File: src/cache_parity_test_pkg.sv
// constants and types for the cache parity and test control block
package cache_parity_test_pkg;
  // ----------------------------------------
  // control register fields
  // ----------------------------------------
  localparam int PARITY_EN_BIT = 31;
  localparam int OVERRIDE_BIT = 30;
  localparam int WAY_TEST_BIT = 29;
  localparam int SCRATCH_ROUTE_BIT = 28;
  localparam int RSV_MSB = 27;
  localparam int RSV_LSB = 8;
  localparam int IPAR_MSB = 7;
  localparam int IPAR_LSB = 4;
  localparam int DPAR_MSB = 3;
  localparam int DPAR_LSB = 0;
  localparam logic [31:0] CTRL_RESET = 32'h0000_0000;
  localparam logic [31:0] CTRL_WMASK = 32'hF000_00FF;
  // ----------------------------------------
  // tag low register layout
  // ----------------------------------------
  localparam int TAG_P_BIT = 6;
  localparam int TAG_PHYS_LSB = 10;
  localparam int WAY_BITS = 6;
  // ----------------------------------------
  // cache operation kinds
  // ----------------------------------------
  typedef enum logic [1:0] {
    OP_OTHER,
    OP_LOAD_TAG,
    OP_STORE_TAG,
    OP_STORE_DATA
  } cache_op_t;
endpackage : cache_parity_test_pkg

File: src/cache_parity_test_control.sv
// parity enable, parity override and cache test routing for cache maintenance operations
//
// What this block does
// parity_enable turns parity on for both caches and scratchpads; resets to zero.
// parity_enable writable only if parity built in; otherwise always reads zero.
// enabled and no override: store-tag and store-data write computed parity.
// override: tag parity from tag_low bit, data parity from parity bit fields.
// parity_override affects only store-tag and store-data operations.
// way_select_test sends load-tag/store-tag to way-select RAM, tag RAM untouched.
// way test uses low six physical_tag_field bits as source and destination.
// way_select_test enables store-data, writing data_low to the addressed word.
// scratchpad_route sends load-tag, store-tag, store-data to the scratchpad port.
// instruction cache load-tag loads icache_parity_bits from data array parity.
// data cache load-tag loads dcache_parity_bits with per-byte parity.
// parity disabled or absent: load-tag zeroes the parity bit field of the cache it reads; the other field keeps its value.
// reserved bits 27:8 are written zero and always read zero.
// a control write applies from the next operation; load-tag parity capture uses parity_enable as it stands when the response arrives.
`timescale 1ns/100ps
`default_nettype none
module cache_parity_test_control #(
  parameter bit PARITY_PRESENT = 1'b1
) (
  input wire logic clk_sys,
  input wire logic rst_n,
  input wire logic ctrl_wr_en,
  input wire logic [31:0] ctrl_wr_data,
  output logic [31:0] ctrl_rd_data_q,
  input wire logic op_valid,
  input wire cache_parity_test_pkg::cache_op_t op_kind,
  input wire logic op_icache,
  input wire logic [31:0] op_addr,
  input wire logic [31:0] tag_low_in,
  input wire logic [31:0] data_low_in,
  input wire logic resp_valid,
  input wire logic resp_icache,
  input wire logic resp_way,
  input wire logic [5:0] resp_way_bits,
  input wire logic [3:0] resp_parity,
  output logic tag_re_q,
  output logic tag_we_q,
  output logic way_re_q,
  output logic way_we_q,
  output logic data_we_q,
  output logic scratch_re_q,
  output logic scratch_we_q,
  output logic op_icache_q,
  output logic [31:0] addr_q,
  output logic [31:0] wdata_q,
  output logic [5:0] way_wdata_q,
  output logic parity_we_q,
  output logic tag_parity_q,
  output logic [3:0] data_parity_q,
  output logic tag_low_way_we_q,
  output logic [5:0] tag_low_way_q
);

  // ----------------------------------------
  // helpers
  // ----------------------------------------
  function automatic logic [3:0] byte_parity(input logic [31:0] w);
    byte_parity = {^w[31:24], ^w[23:16], ^w[15:8], ^w[7:0]};
  endfunction : byte_parity

  logic parity_en;
  logic par_ovr;
  logic way_test;
  logic scratch_route;
  logic is_lt;
  logic is_st;
  logic is_sd;
  assign parity_en = ctrl_rd_data_q[cache_parity_test_pkg::PARITY_EN_BIT];
  assign par_ovr = ctrl_rd_data_q[cache_parity_test_pkg::OVERRIDE_BIT];
  assign way_test = ctrl_rd_data_q[cache_parity_test_pkg::WAY_TEST_BIT];
  assign scratch_route = ctrl_rd_data_q[cache_parity_test_pkg::SCRATCH_ROUTE_BIT];
  assign is_lt = op_valid && (op_kind == cache_parity_test_pkg::OP_LOAD_TAG);
  assign is_st = op_valid && (op_kind == cache_parity_test_pkg::OP_STORE_TAG);
  assign is_sd = op_valid && (op_kind == cache_parity_test_pkg::OP_STORE_DATA);

  // ----------------------------------------
  // control register
  // ----------------------------------------
  logic [31:0] ctrl_d;
  always_comb
  begin
    ctrl_d = ctrl_rd_data_q;
    if (ctrl_wr_en)
    begin
      // reserved forced zero
      ctrl_d = ctrl_wr_data & cache_parity_test_pkg::CTRL_WMASK;
      // gated by build option
      if (!PARITY_PRESENT)
        ctrl_d[cache_parity_test_pkg::PARITY_EN_BIT] = 1'b0;
    end
    // load-tag capture wins over a same-cycle software write
    if (resp_valid && !resp_way)
    begin
      // zero when parity off
      if (resp_icache)
        // instruction parity capture
        ctrl_d[cache_parity_test_pkg::IPAR_MSB:cache_parity_test_pkg::IPAR_LSB] =
          (parity_en && PARITY_PRESENT) ? resp_parity : 4'h0;
      else
        // data byte parity capture
        ctrl_d[cache_parity_test_pkg::DPAR_MSB:cache_parity_test_pkg::DPAR_LSB] =
          (parity_en && PARITY_PRESENT) ? resp_parity : 4'h0;
    end
  end

  // parity off after reset
  always_ff @(posedge clk_sys or negedge rst_n)
  begin
    if (!rst_n)
      ctrl_rd_data_q <= cache_parity_test_pkg::CTRL_RESET;
    else
      ctrl_rd_data_q <= ctrl_d;
  end

  // ----------------------------------------
  // operation routing
  // ----------------------------------------
  // routing samples the register before any write in the same cycle
  always_ff @(posedge clk_sys or negedge rst_n)
  begin
    if (!rst_n)
    begin
      tag_re_q <= 1'b0;
      tag_we_q <= 1'b0;
      way_re_q <= 1'b0;
      way_we_q <= 1'b0;
      data_we_q <= 1'b0;
      scratch_re_q <= 1'b0;
      scratch_we_q <= 1'b0;
    end
    else
    begin
      // old value steers this op
      // scratchpad takes priority
      scratch_re_q <= scratch_route && is_lt;
      scratch_we_q <= scratch_route && (is_st || is_sd);
      // way RAM instead of tag
      way_re_q <= !scratch_route && way_test && is_lt;
      way_we_q <= !scratch_route && way_test && is_st;
      tag_re_q <= !scratch_route && !way_test && is_lt;
      tag_we_q <= !scratch_route && !way_test && is_st;
      // store data needs test mode
      data_we_q <= !scratch_route && way_test && is_sd;
    end
  end

  always_ff @(posedge clk_sys or negedge rst_n)
  begin
    if (!rst_n)
    begin
      op_icache_q <= 1'b0;
      addr_q <= 32'h0000_0000;
      wdata_q <= 32'h0000_0000;
      way_wdata_q <= 6'h00;
    end
    else if (op_valid)
    begin
      op_icache_q <= op_icache;
      addr_q <= op_addr;
      wdata_q <= is_sd ? data_low_in : tag_low_in;
      // low six physical tag bits
      way_wdata_q <= tag_low_in[cache_parity_test_pkg::TAG_PHYS_LSB +: cache_parity_test_pkg::WAY_BITS];
    end
  end

  // ----------------------------------------
  // parity generation
  // ----------------------------------------
  always_ff @(posedge clk_sys or negedge rst_n)
  begin
    if (!rst_n)
    begin
      parity_we_q <= 1'b0;
      tag_parity_q <= 1'b0;
      data_parity_q <= 4'h0;
    end
    else
    begin
      // only store-tag and store-data
      parity_we_q <= parity_en && (is_st || is_sd);
      if (is_st || is_sd)
      begin
        // override source select
        if (par_ovr)
        begin
          tag_parity_q <= tag_low_in[cache_parity_test_pkg::TAG_P_BIT];
          data_parity_q <= op_icache ?
            ctrl_rd_data_q[cache_parity_test_pkg::IPAR_MSB:cache_parity_test_pkg::IPAR_LSB] :
            ctrl_rd_data_q[cache_parity_test_pkg::DPAR_MSB:cache_parity_test_pkg::DPAR_LSB];
        end
        else
        begin
          // internally computed parity
          tag_parity_q <= ^tag_low_in[31:cache_parity_test_pkg::TAG_PHYS_LSB];
          data_parity_q <= byte_parity(data_low_in);
        end
      end
    end
  end

  // ----------------------------------------
  // way-select read back
  // ----------------------------------------
  // way bits return to tag low
  always_ff @(posedge clk_sys or negedge rst_n)
  begin
    if (!rst_n)
    begin
      tag_low_way_we_q <= 1'b0;
      tag_low_way_q <= 6'h00;
    end
    else
    begin
      tag_low_way_we_q <= resp_valid && resp_way;
      if (resp_valid && resp_way)
        tag_low_way_q <= resp_way_bits;
    end
  end

  // ----------------------------------------
  // assertions
  // ----------------------------------------
  property p_par_en_reset;
    @(posedge clk_sys) $rose(rst_n) |-> !parity_en;
  endproperty
  a_par_en_reset: assert property (p_par_en_reset) else $error("parity enable not clear after reset");
  property p_par_en_absent;
    @(posedge clk_sys) disable iff (!rst_n) !PARITY_PRESENT |-> !parity_en;
  endproperty
  a_par_en_absent: assert property (p_par_en_absent) else $error("parity enable set without option");
  property p_calc_parity;
    @(posedge clk_sys) disable iff (!rst_n)
      (is_sd && parity_en && !par_ovr) |=> (parity_we_q && data_parity_q == byte_parity($past(data_low_in)));
  endproperty
  a_calc_parity: assert property (p_calc_parity) else $error("computed data parity wrong");
  property p_override_tag;
    @(posedge clk_sys) disable iff (!rst_n)
      (is_st && parity_en && par_ovr) |=> tag_parity_q == $past(tag_low_in[cache_parity_test_pkg::TAG_P_BIT]);
  endproperty
  a_override_tag: assert property (p_override_tag) else $error("override tag parity wrong");
  property p_parity_scope;
    @(posedge clk_sys) disable iff (!rst_n) !(is_st || is_sd) |=> !parity_we_q;
  endproperty
  a_parity_scope: assert property (p_parity_scope) else $error("parity written on other op");
  property p_way_test;
    @(posedge clk_sys) disable iff (!rst_n) (is_st && way_test && !scratch_route) |=> (way_we_q && !tag_we_q);
  endproperty
  a_way_test: assert property (p_way_test) else $error("way test touched tag RAM");
  property p_way_src;
    @(posedge clk_sys) disable iff (!rst_n)
      way_we_q |-> way_wdata_q == $past(tag_low_in[15:10]);
  endproperty
  a_way_src: assert property (p_way_src) else $error("way write source wrong");
  property p_store_data_gate;
    @(posedge clk_sys) disable iff (!rst_n) data_we_q |-> ($past(way_test) && wdata_q == $past(data_low_in));
  endproperty
  a_store_data_gate: assert property (p_store_data_gate) else $error("store data without test mode");
  property p_scratch_route;
    @(posedge clk_sys) disable iff (!rst_n)
      (scratch_route && (is_st || is_sd)) |=> (scratch_we_q && !tag_we_q && !data_we_q && !way_we_q);
  endproperty
  a_scratch_route: assert property (p_scratch_route) else $error("scratchpad route missed");
  property p_ipar_load;
    @(posedge clk_sys) disable iff (!rst_n)
      (resp_valid && !resp_way && resp_icache && parity_en) |=> ctrl_rd_data_q[7:4] == $past(resp_parity);
  endproperty
  a_ipar_load: assert property (p_ipar_load) else $error("instruction parity not captured");
  property p_dpar_load;
    @(posedge clk_sys) disable iff (!rst_n)
      (resp_valid && !resp_way && !resp_icache && parity_en) |=> ctrl_rd_data_q[3:0] == $past(resp_parity);
  endproperty
  a_dpar_load: assert property (p_dpar_load) else $error("data parity not captured");
  property p_par_zero;
    @(posedge clk_sys) disable iff (!rst_n)
      (resp_valid && !resp_way && !parity_en) |=> (ctrl_rd_data_q[7:4] == 4'h0 || !$past(resp_icache))
        && (ctrl_rd_data_q[3:0] == 4'h0 || $past(resp_icache));
  endproperty
  a_par_zero: assert property (p_par_zero) else $error("parity bits not zero when disabled");
  property p_reserved;
    @(posedge clk_sys) disable iff (!rst_n) ctrl_rd_data_q[27:8] == 20'h00000;
  endproperty
  a_reserved: assert property (p_reserved) else $error("reserved bits nonzero");
  property p_old_ctrl;
    @(posedge clk_sys) disable iff (!rst_n)
      (is_st && ctrl_wr_en && !scratch_route && !way_test) |=> tag_we_q;
  endproperty
  a_old_ctrl: assert property (p_old_ctrl) else $error("write applied to op in flight");

  c_way_store: cover property (@(posedge clk_sys) disable iff (!rst_n) way_we_q);
  c_scratch_read: cover property (@(posedge clk_sys) disable iff (!rst_n) scratch_re_q);
  c_override: cover property (@(posedge clk_sys) disable iff (!rst_n) is_sd && parity_en && par_ovr);
  c_capture: cover property (@(posedge clk_sys) disable iff (!rst_n) resp_valid && parity_en && !resp_way);

endmodule : cache_parity_test_control
`default_nettype wire

File: config.mk
export PLATFORM = sky130hd
export DESIGN_NAME = cache_parity_test_control
export DESIGN_NICKNAME = d
export VERILOG_FILES = /design/src/cache_parity_test_pkg.sv /design/src/cache_parity_test_control.sv
export SDC_FILE = /design/constraint.sdc
export NUM_CORES = 1
export LEC_CHECK = 0
export ABC_AREA = 1
export BUFFER_PORTS_ARGS = -buffer_cell sky130_fd_sc_hd__buf_2
export CAP_MARGIN = 40
export CORE_ASPECT_RATIO = 1.2
export CORE_MARGIN = 5
export CORE_UTILIZATION = 45
export DETAILED_ROUTE_END_ITERATION = 8
export GPL_TIMING_DRIVEN = 0
export PLACE_DENSITY = 0.79
export SLEW_MARGIN = 25
export SYNTH_ARGS = -nofsm -noshare
export SYNTH_HDL_FRONTEND = slang
export SYNTH_SLANG_ARGS = --single-unit
File: constraint.sdc
create_clock -name clk_sys -period 1.1 [get_ports clk_sys]
set_input_delay 0.22 -clock clk_sys [delete_from_list [all_inputs] [get_ports clk_sys]]
set_output_delay 0.22 -clock clk_sys [all_outputs]
set_load 0.03 [all_outputs]
== After elaboration in Yosys (flattened, before gate mapping) ==
Index checks and enable logic that the tools add are counted.
W data, S select, Z words.

* Register bits after elaboration: 103
* Input port bits: 148
* Output and inout port bits: 123

* Mux-type cells: 9
* Equal/unequal tests: 3
* Reductions and logical operators: 24

{| class="wikitable"
|+ Operators by type and width
! operator !! count
|-
| $mux W32 || 1
|-
| $reduce_xor A8 Y1 || 4
|-
| $reduce_xor A22 Y1 || 1
|-
| $mux W4 || 5
|-
| $mux W8 || 2
|-
| $logic_and A1 B1 Y1 || 15
|-
| $eq A2 B2 Y1 const B || 2
|-
| $logic_not A1 Y1 || 3
|-
| $eq A2 B1 Y1 const B || 1
|-
| $logic_or A1 B1 Y1 || 1
|-
| $mux W1 || 1
|}

== Logic depth before layout (Yosys ltp) ==
Gate-level depths: netlist of the first run.

* Depth in word-level cells: 4
* Depth in mapped cells: 13

== Least setup slack after synthesis of the first run ==
No wires, ideal clock.

* Kind: reg-to-reg
* Start: register ctrl_rd_data_q[30]
* End: register data_parity_q[2]
* Slack: -0.055 ns
* Arrival time: 1.073 ns
* Cell stages (with the launch flop): 5
* Required time: 1.018 ns
* Period minus slack after synthesis: 1.155 ns
* Library setup time: 0.082 ns
* Cells stage by stage: dfrtp_1 inv_1 a21oi_1 o21ai_0 a31oi_1

* Cells in the longest elaborated chain, start to end: 1

{| class="wikitable"
|+ Ends and longest elaborated chain
! element !! RTL line !! RTL
|-
| start, declared || cache_parity_test_control.sv:27 || <nowiki>output logic [31:0] ctrl_rd_data_q,</nowiki>
|-
| start signal, assigned || cache_parity_test_control.sv:113 || <nowiki>ctrl_rd_data_q <= cache_parity_test_pkg::CTRL_RESET;</nowiki>
|-
| start signal, assigned || cache_parity_test_control.sv:115 || <nowiki>ctrl_rd_data_q <= ctrl_d;</nowiki>
|-
| $mux W4 || cache_parity_test_control.sv:187 || <nowiki>if (par_ovr)</nowiki>
|-
| end signal, assigned || cache_parity_test_control.sv:190 || <nowiki>data_parity_q <= op_icache ?</nowiki>
|-
| end signal, assigned || cache_parity_test_control.sv:198 || <nowiki>data_parity_q <= byte_parity(data_low_in);</nowiki>
|-
| end, declared || cache_parity_test_control.sv:52 || <nowiki>output logic [3:0] data_parity_q,</nowiki>
|}

Every way passes these cells.
A chain may end at the register's enable or synchronous reset.

== Worst setup path after layout of the first run ==
* Start: register ctrl_rd_data_q[30]
* End: register tag_parity_q

* Cells in the longest elaborated chain, start to end: 1

{| class="wikitable"
|+ Ends and longest elaborated chain
! element !! RTL line !! RTL
|-
| $mux W1 || cache_parity_test_control.sv:187 ||
|-
| end signal, assigned || cache_parity_test_control.sv:189 || <nowiki>tag_parity_q <= tag_low_in[cache_parity_test_pkg::TAG_P_BIT];</nowiki>
|-
| end signal, assigned || cache_parity_test_control.sv:197 || <nowiki>tag_parity_q <= ^tag_low_in[31:cache_parity_test_pkg::TAG_PHYS_LSB];</nowiki>
|-
| end, declared || cache_parity_test_control.sv:51 || <nowiki>output logic tag_parity_q,</nowiki>
|}

Every way passes these cells.

==> results of run 1 <==
-- cell type report --
type                    instances  area share
well taps                     154     0.02449
inverters                      50     0.02433
repair buffers                274      0.2758
multi-input cells             390      0.2754
clock buffers                   9     0.02863
plain buffers                  46     0.03515
flip-flops and latches        103      0.3279
clock inverters                 7    0.008270
-- flip-flops by register name (all words and copies together) (netlist names), 4 cells and up --
signal          cells
addr_q             32
ctrl_rd_data_q     12
tag_low_way_q       6
data_parity_q       4
wdata_q            32
way_wdata_q         6
-- layout by cell type (no fill, tap or decap) --
| master | n |
|---|---|
| clkbuf_16 | 9 |
| inv_1 | 45 |
| buf_4 | 63 |
| nand4_1 | 19 |
| buf_1 | 1 |
| mux2_2 | 34 |
| xnor2_1 | 30 |
| nor3_1 | 2 |
| inv_2 | 4 |
| clkbuf_8 | 1 |
| nor2_1 | 49 |
| buf_2 | 144 |
| a21oi_1 | 11 |
| clkinv_4 | 2 |
| mux2i_1 | 2 |
| nand2_2 | 4 |
| nand3_2 | 2 |
| dfrtp_2 | 2 |
| dfrtp_1 | 101 |
| nor2_4 | 1 |
| o21ai_1 | 15 |
| o211ai_1 | 15 |
| nand2_1 | 135 |
| xor2_1 | 2 |
| inv_8 | 2 |
| clkinvlp_4 | 2 |
| nor2_2 | 1 |
| inv_6 | 2 |
| dlygate4sd3_1 | 1 |
| a21oi_2 | 4 |
| buf_16 | 1 |
| clkbuf_1 | 4 |
| buf_6 | 105 |
| conb_1 | 20 |
| o21ai_0 | 15 |
| a31oi_1 | 23 |
| nand3_1 | 6 |
-- through the flow --
stage | hold slack [ns] | instance area, µm² | power [mW] | std cells | setup WS (ns)
global placement | 0.4146 | 6516 | 7.329 | 971 | -1.525
finish | 0.07524 | 7868 | 11.33 | 1033 | -0.07183
floorplan | -0.07559 | 5182 | 6.328 | 589 | 0.05382
CTS | 0.06214 | 7655 | 11.19 | 1014 | -0.04444
detailed placement | 0.1471 | 6550 | 7.403 | 972 | -0.2813
global route | 0.07085 | 7868 | 11.87 | 1033 | -0.1247
-- cell families (layout without fill, tap and decap cells) --
family | after synthesis | in the layout | synth area share
other | 1 | 20 | 0.0007339
multiplexers | 36 | 36 | 0.07884
AND/OR/NAND/NOR | 219 | 219 | 0.1761
flip-flops | 103 | 103 | 0.5044
XOR/XNOR | 32 | 32 | 0.05485
buffers and inverters | 96 | 386 | 0.09084
AO/OA/AOI/OAI | 83 | 83 | 0.09427
-- power by group through the flow --
stage	registers (mW)	logic (mW)	clock network, mW
CTS	4.46	3.57	3.15
global placement	4.44	2.89	0
floorplan	5.25	1.08	0
detailed placement	4.46	2.94	0
global route	4.52	4.01	3.33
finish	4.48	3.75	3.11
-- timing repair --
action | 4_1_cts | 5_1_grt
pin swaps | 2 | 5
hold endpoints to repair | 36 | 0
setup buffers | 25 | 19
hold buffers | 1 | 0
endpoints found under the setup margin | 103 | 133
gates resized for setup | 198 | 26
-- worst max-delay path by stage --
stage                                          end                      startpoint  depth (start not counted)  slack [ns]
floorplan                 tag_parity_q$_DFFE_PN0N_                  tag_low_in[13]                         12        0.05
finish                    tag_parity_q$_DFFE_PN0N_  ctrl_rd_data_q[30]$_DFFE_PN0P_                          7       -0.07
detailed placement         wdata_q[15]$_DFFE_PN0P_                        op_valid                          5       -0.28
global placement    ctrl_rd_data_q[30]$_DFFE_PN0P_                           rst_n                          1       -1.52
CTS                             ctrl_rd_data_q[30]  ctrl_rd_data_q[30]$_DFFE_PN0P_                          1       -0.04
global route          data_parity_q[1]$_DFFE_PN0N_  ctrl_rd_data_q[30]$_DFFE_PN0P_                          5       -0.12
-- layer usage --
| layer | up-vias | track usage |
|---|---|---|
| li1 | 2423 | - |
| met1 | 2348 | 0.2616 |
| met2 | 203 | 0.4077 |
| met3 | 42 | 0.05132 |
| met4 | 0 | 0.1114 |
| met5 | - | 0 |
-- worst max-delay path, cell delays in order, from the launching register on --
cell and delay [ns]:
dfrtp_2 0.44, buf_6 0.13, clkinvlp_4 0.13, buf_4 0.13, buf_6 0.09, nand3_2 0.05
nand2_1 0.06, nand2_1 0.04
==> results_dict.tcl, run 1 <==
set metrics [dict create \
    status "complete, but fails checks" \
    violations "setup timing" \
    peakVddDrop_mv 0.7130 \
    drt-initial-drc-count 223 \
    diodes 0 \
    postLayoutCoreUtil 0.7095 \
    yosys.cell_count.top_type "nand2_1" \
    grt_pass1_vias 5014 \
    wl_met3_um 1159 \
    fin_crit_ns 1.172 \
    rows 42 \
    synth-seq-area-share 0.5044 \
    drv_cap 0 \
    mappedNetlistArea_um2 5110 \
    clk_latency_ns 0.34 \
    grt_setup_unrepaired "true" \
    ys_warn_count 0 \
    antenna_found_initial 0 \
    fmax_mhz 853.4 \
    critPathKind "flop to flop" \
    r2r-start "ctrl_rd_data_q[30]$_DFFE_PN0P_" \
    top_layer_used "met4" \
    combPwrFrac 0.331 \
    clock-sinks 103 \
    tns_ns -0.6938 \
    wirelength_um 16700 \
    hold_path.startpoint "resp_way_bits[1]" \
    cts_made_buffers 9 \
    finClkSkew_ns 0.004527 \
    worstPathArrival_ns 1.41 \
    port_buffers 228 \
    synthArstFlopShare 1.000 \
    p_clk_frac 0.274 \
    syn_inst 570 \
    p_sw_mw 3.889 \
    routed_via_density 4.856 \
    grt_max_degree 68 \
    ant_nets 0 \
    die_w_um 107.3 \
    cts_buffer_depth 2 \
    area_delta_synth_final_pct 53.97 \
    nFillCells 803 \
    firstDrtPassIters 4 \
    synth-edff-count 0 \
    crit_path_end_kind "flop" \
    hold_end "tag_low_way_q[1]$_DFFE_PN0P_" \
    syn_avg_cell_area_um2 8.965 \
    gp_congestion 0.8464 \
    fin_ws_ns -0.07183 \
    cts_tree "built" \
    synth_top_area_cell "dfrtp_1" \
    drc 0 \
    grt_use_total 0.2309 \
    fp.dieH_um 126.7 \
    hold_viol 0 \
    reg2reg_to "tag_parity_q$_DFFE_PN0N_" \
    num-nets-final 1022 \
    critPathMaxFanout 5 \
    ys_types 25 \
    synth_common_cells "nand2_1 (135), dfrtp_1 (103), nor2_1 (50), inv_1 (46), mux2_2 (34)" \
    setup_violations 52 \
    fp.dieArea_um2 13600 \
    synth_seq_cells 103 \
    synth_area_leaders "dfrtp_1 (50%), nand2_1 (9.9%), mux2_2 (7.5%), xnor2_1 (5.1%), nor2_1 (3.7%)" \
    wire_per_inst_um 16.17 \
    cellPowerDensity_nw_per_um2 1441 \
    leakage_nw 4.072 \
    slew_viol_final 0 \
    htreeDepth 3 \
    path_clk_slew_ns 0.07 \
    coreArea_um2 11090 \
    grt_pass1_wl_um 24850 \
    hold_class "primary input to flop" \
    hpwl_um 11980 \
    root_buffer "clkbuf_16" \
    grt-ovfl-total 0 \
    drive_gt1_frac 0.4357 \
    switching_share 0.3431 \
    initial_core_util 0.4608 \
    io_pins 271 \
    min_path_cells 3 \
    synth_top_area_frac 0.5044 \
    reg2reg_slack_ns -0.07 \
    wl_met1_um 6206 \
    period_share 1.065 \
    worst_setup_path_start_kind "flop" \
    wl_met2_um 8744 \
    worstRegToRegCells 7 \
    synth_top_flop_cell "dfrtp_1" \
    crit_required_ns 1.33 \
    seqPwrFrac 0.395 \
    p_int_mw 7.445 \
    vias 5016 \
    multi_input_area_um2 2167 \
    seq_area_um2 2580 \
]
Power figures use the tool's default switching activity.
==> run 2, diff against run 1 <==
--- a/config.mk
+++ b/config.mk
@@ -5,12 +5,11 @@
 export SDC_FILE = /design/constraint.sdc
 export NUM_CORES = 1
 export LEC_CHECK = 0
-export ABC_AREA = 1
 export BUFFER_PORTS_ARGS = -buffer_cell sky130_fd_sc_hd__buf_2
 export CAP_MARGIN = 40
 export CORE_ASPECT_RATIO = 1.2
 export CORE_MARGIN = 5
-export CORE_UTILIZATION = 45
+export CORE_UTILIZATION = 44
 export DETAILED_ROUTE_END_ITERATION = 8
 export GPL_TIMING_DRIVEN = 0
 export PLACE_DENSITY = 0.79
==> run 2 against run 1 <==
  * Count of clock-buffer cells in the layout up 2
  * Global-route usage down 0.58 points
  * The run still ends with setup timing left
  * First-iteration DRC count down 26%
  * Clock power up 11%
  * Flip-flop and latch count unchanged
  * Fmax up 3.7%
  * Utilization up 0.59 points
  * Critical path depth down 6
==> results_dict.tcl, run 2 <==
set metrics [dict create \
    critPathMaxFanout 2 \
    final_common_cell "buf_2" \
    ys_warn_count 0 \
    num-nets-final 855 \
    combPwrFrac 0.326 \
    switching_share 0.3158 \
    grt_pass1_vias 4694 \
    placed_cell_area_um2 6203 \
    reg_top3 "addr_q (32), wdata_q (32), ctrl_rd_data_q (12)" \
    syn_inst 407 \
    critPathBufInv 1 \
    io_pins 271 \
    tns_ns -0.2163 \
    gp_congestion 0.8317 \
    cts_made_buffers 9 \
    synth_seq_cells 103 \
    drc 0 \
    worst_setup_path_start_kind "flop" \
    crit_family "flip-flops" \
    top_layer_used "met4" \
    root_buffer "clkbuf_16" \
    hold_class "primary input to flop" \
    hpwl_um 10930 \
    rows 41 \
    die_w_um 105.2 \
    antenna_found_initial 0 \
    violations "setup timing" \
    synthArstFlopShare 1.000 \
    fin_ws_ns -0.02984 \
    synth_top_area_frac 0.5386 \
    ys_types 21 \
    finClkSkew_ns 0.003099 \
    crit_required_ns 0.88 \
    grt_setup_unrepaired "true" \
    synth_common_cells "dfrtp_1 (103), mux2_2 (48), mux2i_1 (44), xnor2_1 (42), a21oi_1 (41)" \
    crit_path_end_kind "output pin" \
    most-common-layout-cells "buf_2 (130), buf_6 (104), dfrtp_1 (102)" \
    p_sw_mw 3.731 \
    synth_area_leaders "dfrtp_1 (54%), mux2_2 (11%), mux2i_1 (9.2%), xnor2_1 (7.7%), a21oi_1 (4.3%)" \
    wirelength_um 15430 \
    finish.instance_area_um2 7561 \
    wire_per_inst_um 18.35 \
    firstDrtPassIters 4 \
    total_power_mw 11.81 \
    clk_latency_ns 0.33 \
    postLayoutCoreUtil 0.7155 \
    fmax_mhz 885.1 \
    fp.dieH_um 124.2 \
    ant_nets 0 \
    final_cell_count_no_fill 841 \
    cellPowerDensity_nw_per_um2 1563 \
    hold_viol 0 \
    drt-initial-drc-count 166 \
    grt_pass1_wl_um 23870 \
    path_cells "buf_6" \
    slew_viol_final 0 \
    post-place-ws_ns -0.4583 \
    coreArea_um2 10570 \
    fp.dieArea_um2 13070 \
    port_buffers 228 \
    path_clk_slew_ns 0.07 \
    htreeDepth 3 \
    peakVddDrop_mv 0.9662 \
    cts_buffer_depth 2 \
    routed_via_density 5.030 \
    hold_ws_ns 0.1061 \
    drv_cap 0 \
    fin_crit_ns 1.130 \
    cts_tree "built" \
    grt_max_degree 61 \
    p_int_mw 8.084 \
    period_share 1.027 \
    seqPwrFrac 0.383 \
    clock-sinks 103 \
    grt-ovfl-total 0 \
    dp.cells 784 \
    wl_met1_um 5288 \
    vias 4230 \
    status "complete, but fails checks" \
    mappedNetlistArea_um2 4786 \
    p_clk_frac 0.291 \
    synth-edff-count 0 \
    wl_met3_um 1187 \
    grt_use_total 0.2251 \
    max_stage_delay_ns 0.42 \
    wl_met2_um 8563 \
    worstPathArrival_ns 0.91 \
    area_delta_synth_final_pct 57.99 \
    leakage_nw 3.851 \
    critical_path.slowest_cell "dfrtp_1" \
    synth-seq-area-share 0.5386 \
    initial_core_util 0.4529 \
    diodes 0 \
    critPathKind "flop to output pin" \
    synth_top_area_cell "dfrtp_1" \
    syn_avg_cell_area_um2 11.76 \
    drive_gt1_frac 0.5309 \
    yosys.cell_count.top_type "dfrtp_1" \
    setup_violations 30 \
    synth_top_flop_cell "dfrtp_1" \
]
==> run 2: cell types whose count changed after synthesis, sizes merged, moves of 12 or more <==
cell,delta
a21oi,+26
a31oi,-23
buf,-13
inv,-48
mux2,+14
mux2i,+42
nand2,-125
nand4,-19
nor2,-12
o211ai,-15
o21ai,-17
xnor2,+12
==> run 2: layout make-up <==
type,count,area [µm²]
inverter,2,7.507
clock inverter,5,81.33
tap,129,161.4
sequential,103,2579
buffer,40,256.5
fill,690,3007
clock buffer,11,242.7
multi-input combinational,281,2093
timing repair buffer,270,2140
==> run 2: metal layers <==
| layer | track usage | vias up |
|---|---|---|
| met5 | 0 | - |
| met4 | 0.08653 | 0 |
| met3 | 0.06273 | 31 |
| met2 | 0.4099 | 198 |
| met1 | 0.2427 | 2059 |
| li1 | - | 1942 |
==> run 2: timing repair <==
| action | 4_1_cts | 5_1_grt |
|---|---|---|
| endpoints found under the setup margin | 121 | 185 |
| hold buffers | 1 | 0 |
| hold endpoints to repair | 43 | 0 |
| pin swaps | 3 | 1 |
| resized for setup | 205 | 34 |
| buffers inserted | 25 | 14 |
==> run 2: power groups by stage <==
| stage | Clock, mW | Combinational [mW] | Sequential (mW) |
|---|---|---|---|
| final | 3.44 | 3.85 | 4.52 |
| after CTS | 3.50 | 3.68 | 4.51 |
| after detailed placement | 0 | 2.97 | 4.50 |
| after global routing | 3.65 | 4.09 | 4.57 |
| after floorplan | 0 | 1.06 | 5.32 |
| after global placement | 0 | 2.90 | 4.47 |
==> run 2: worst paths after layout <==
check,start,to,slack [ns],depth (start not counted)
setup / recovery,ctrl_rd_data_q[1]$_DFF_PN0_,ctrl_rd_data_q[1],-0.03,1
hold / removal,op_kind[0],tag_we_q$_DFF_PN0_,0.11,2
setup reg to reg,ctrl_rd_data_q[30]$_DFFE_PN0P_,tag_parity_q$_DFFE_PN0N_,0.03,5
hold reg to reg,addr_q[7]$_DFFE_PN0P_,addr_q[7]$_DFFE_PN0P_,0.53,1
max in group asynchronous,rst_n,wdata_q[12]$_DFFE_PN0P_,0.17,3
min in group asynchronous,rst_n,ctrl_rd_data_q[5]$_DFF_PN0_,0.36,2
==> run 2: cells by family (layout without fill, tap and decap cells) <==
family | count (synthesis) | in the layout | share of synthesized area
flops | 103 | 103 | 0.5386
mux | 92 | 92 | 0.2050
simple gates | 67 | 67 | 0.06039
compound gates | 54 | 54 | 0.05647
xor+xnor | 48 | 48 | 0.08784
buf+inv | 42 | 328 | 0.05098
other cells | 1 | 20 | 0.0007836
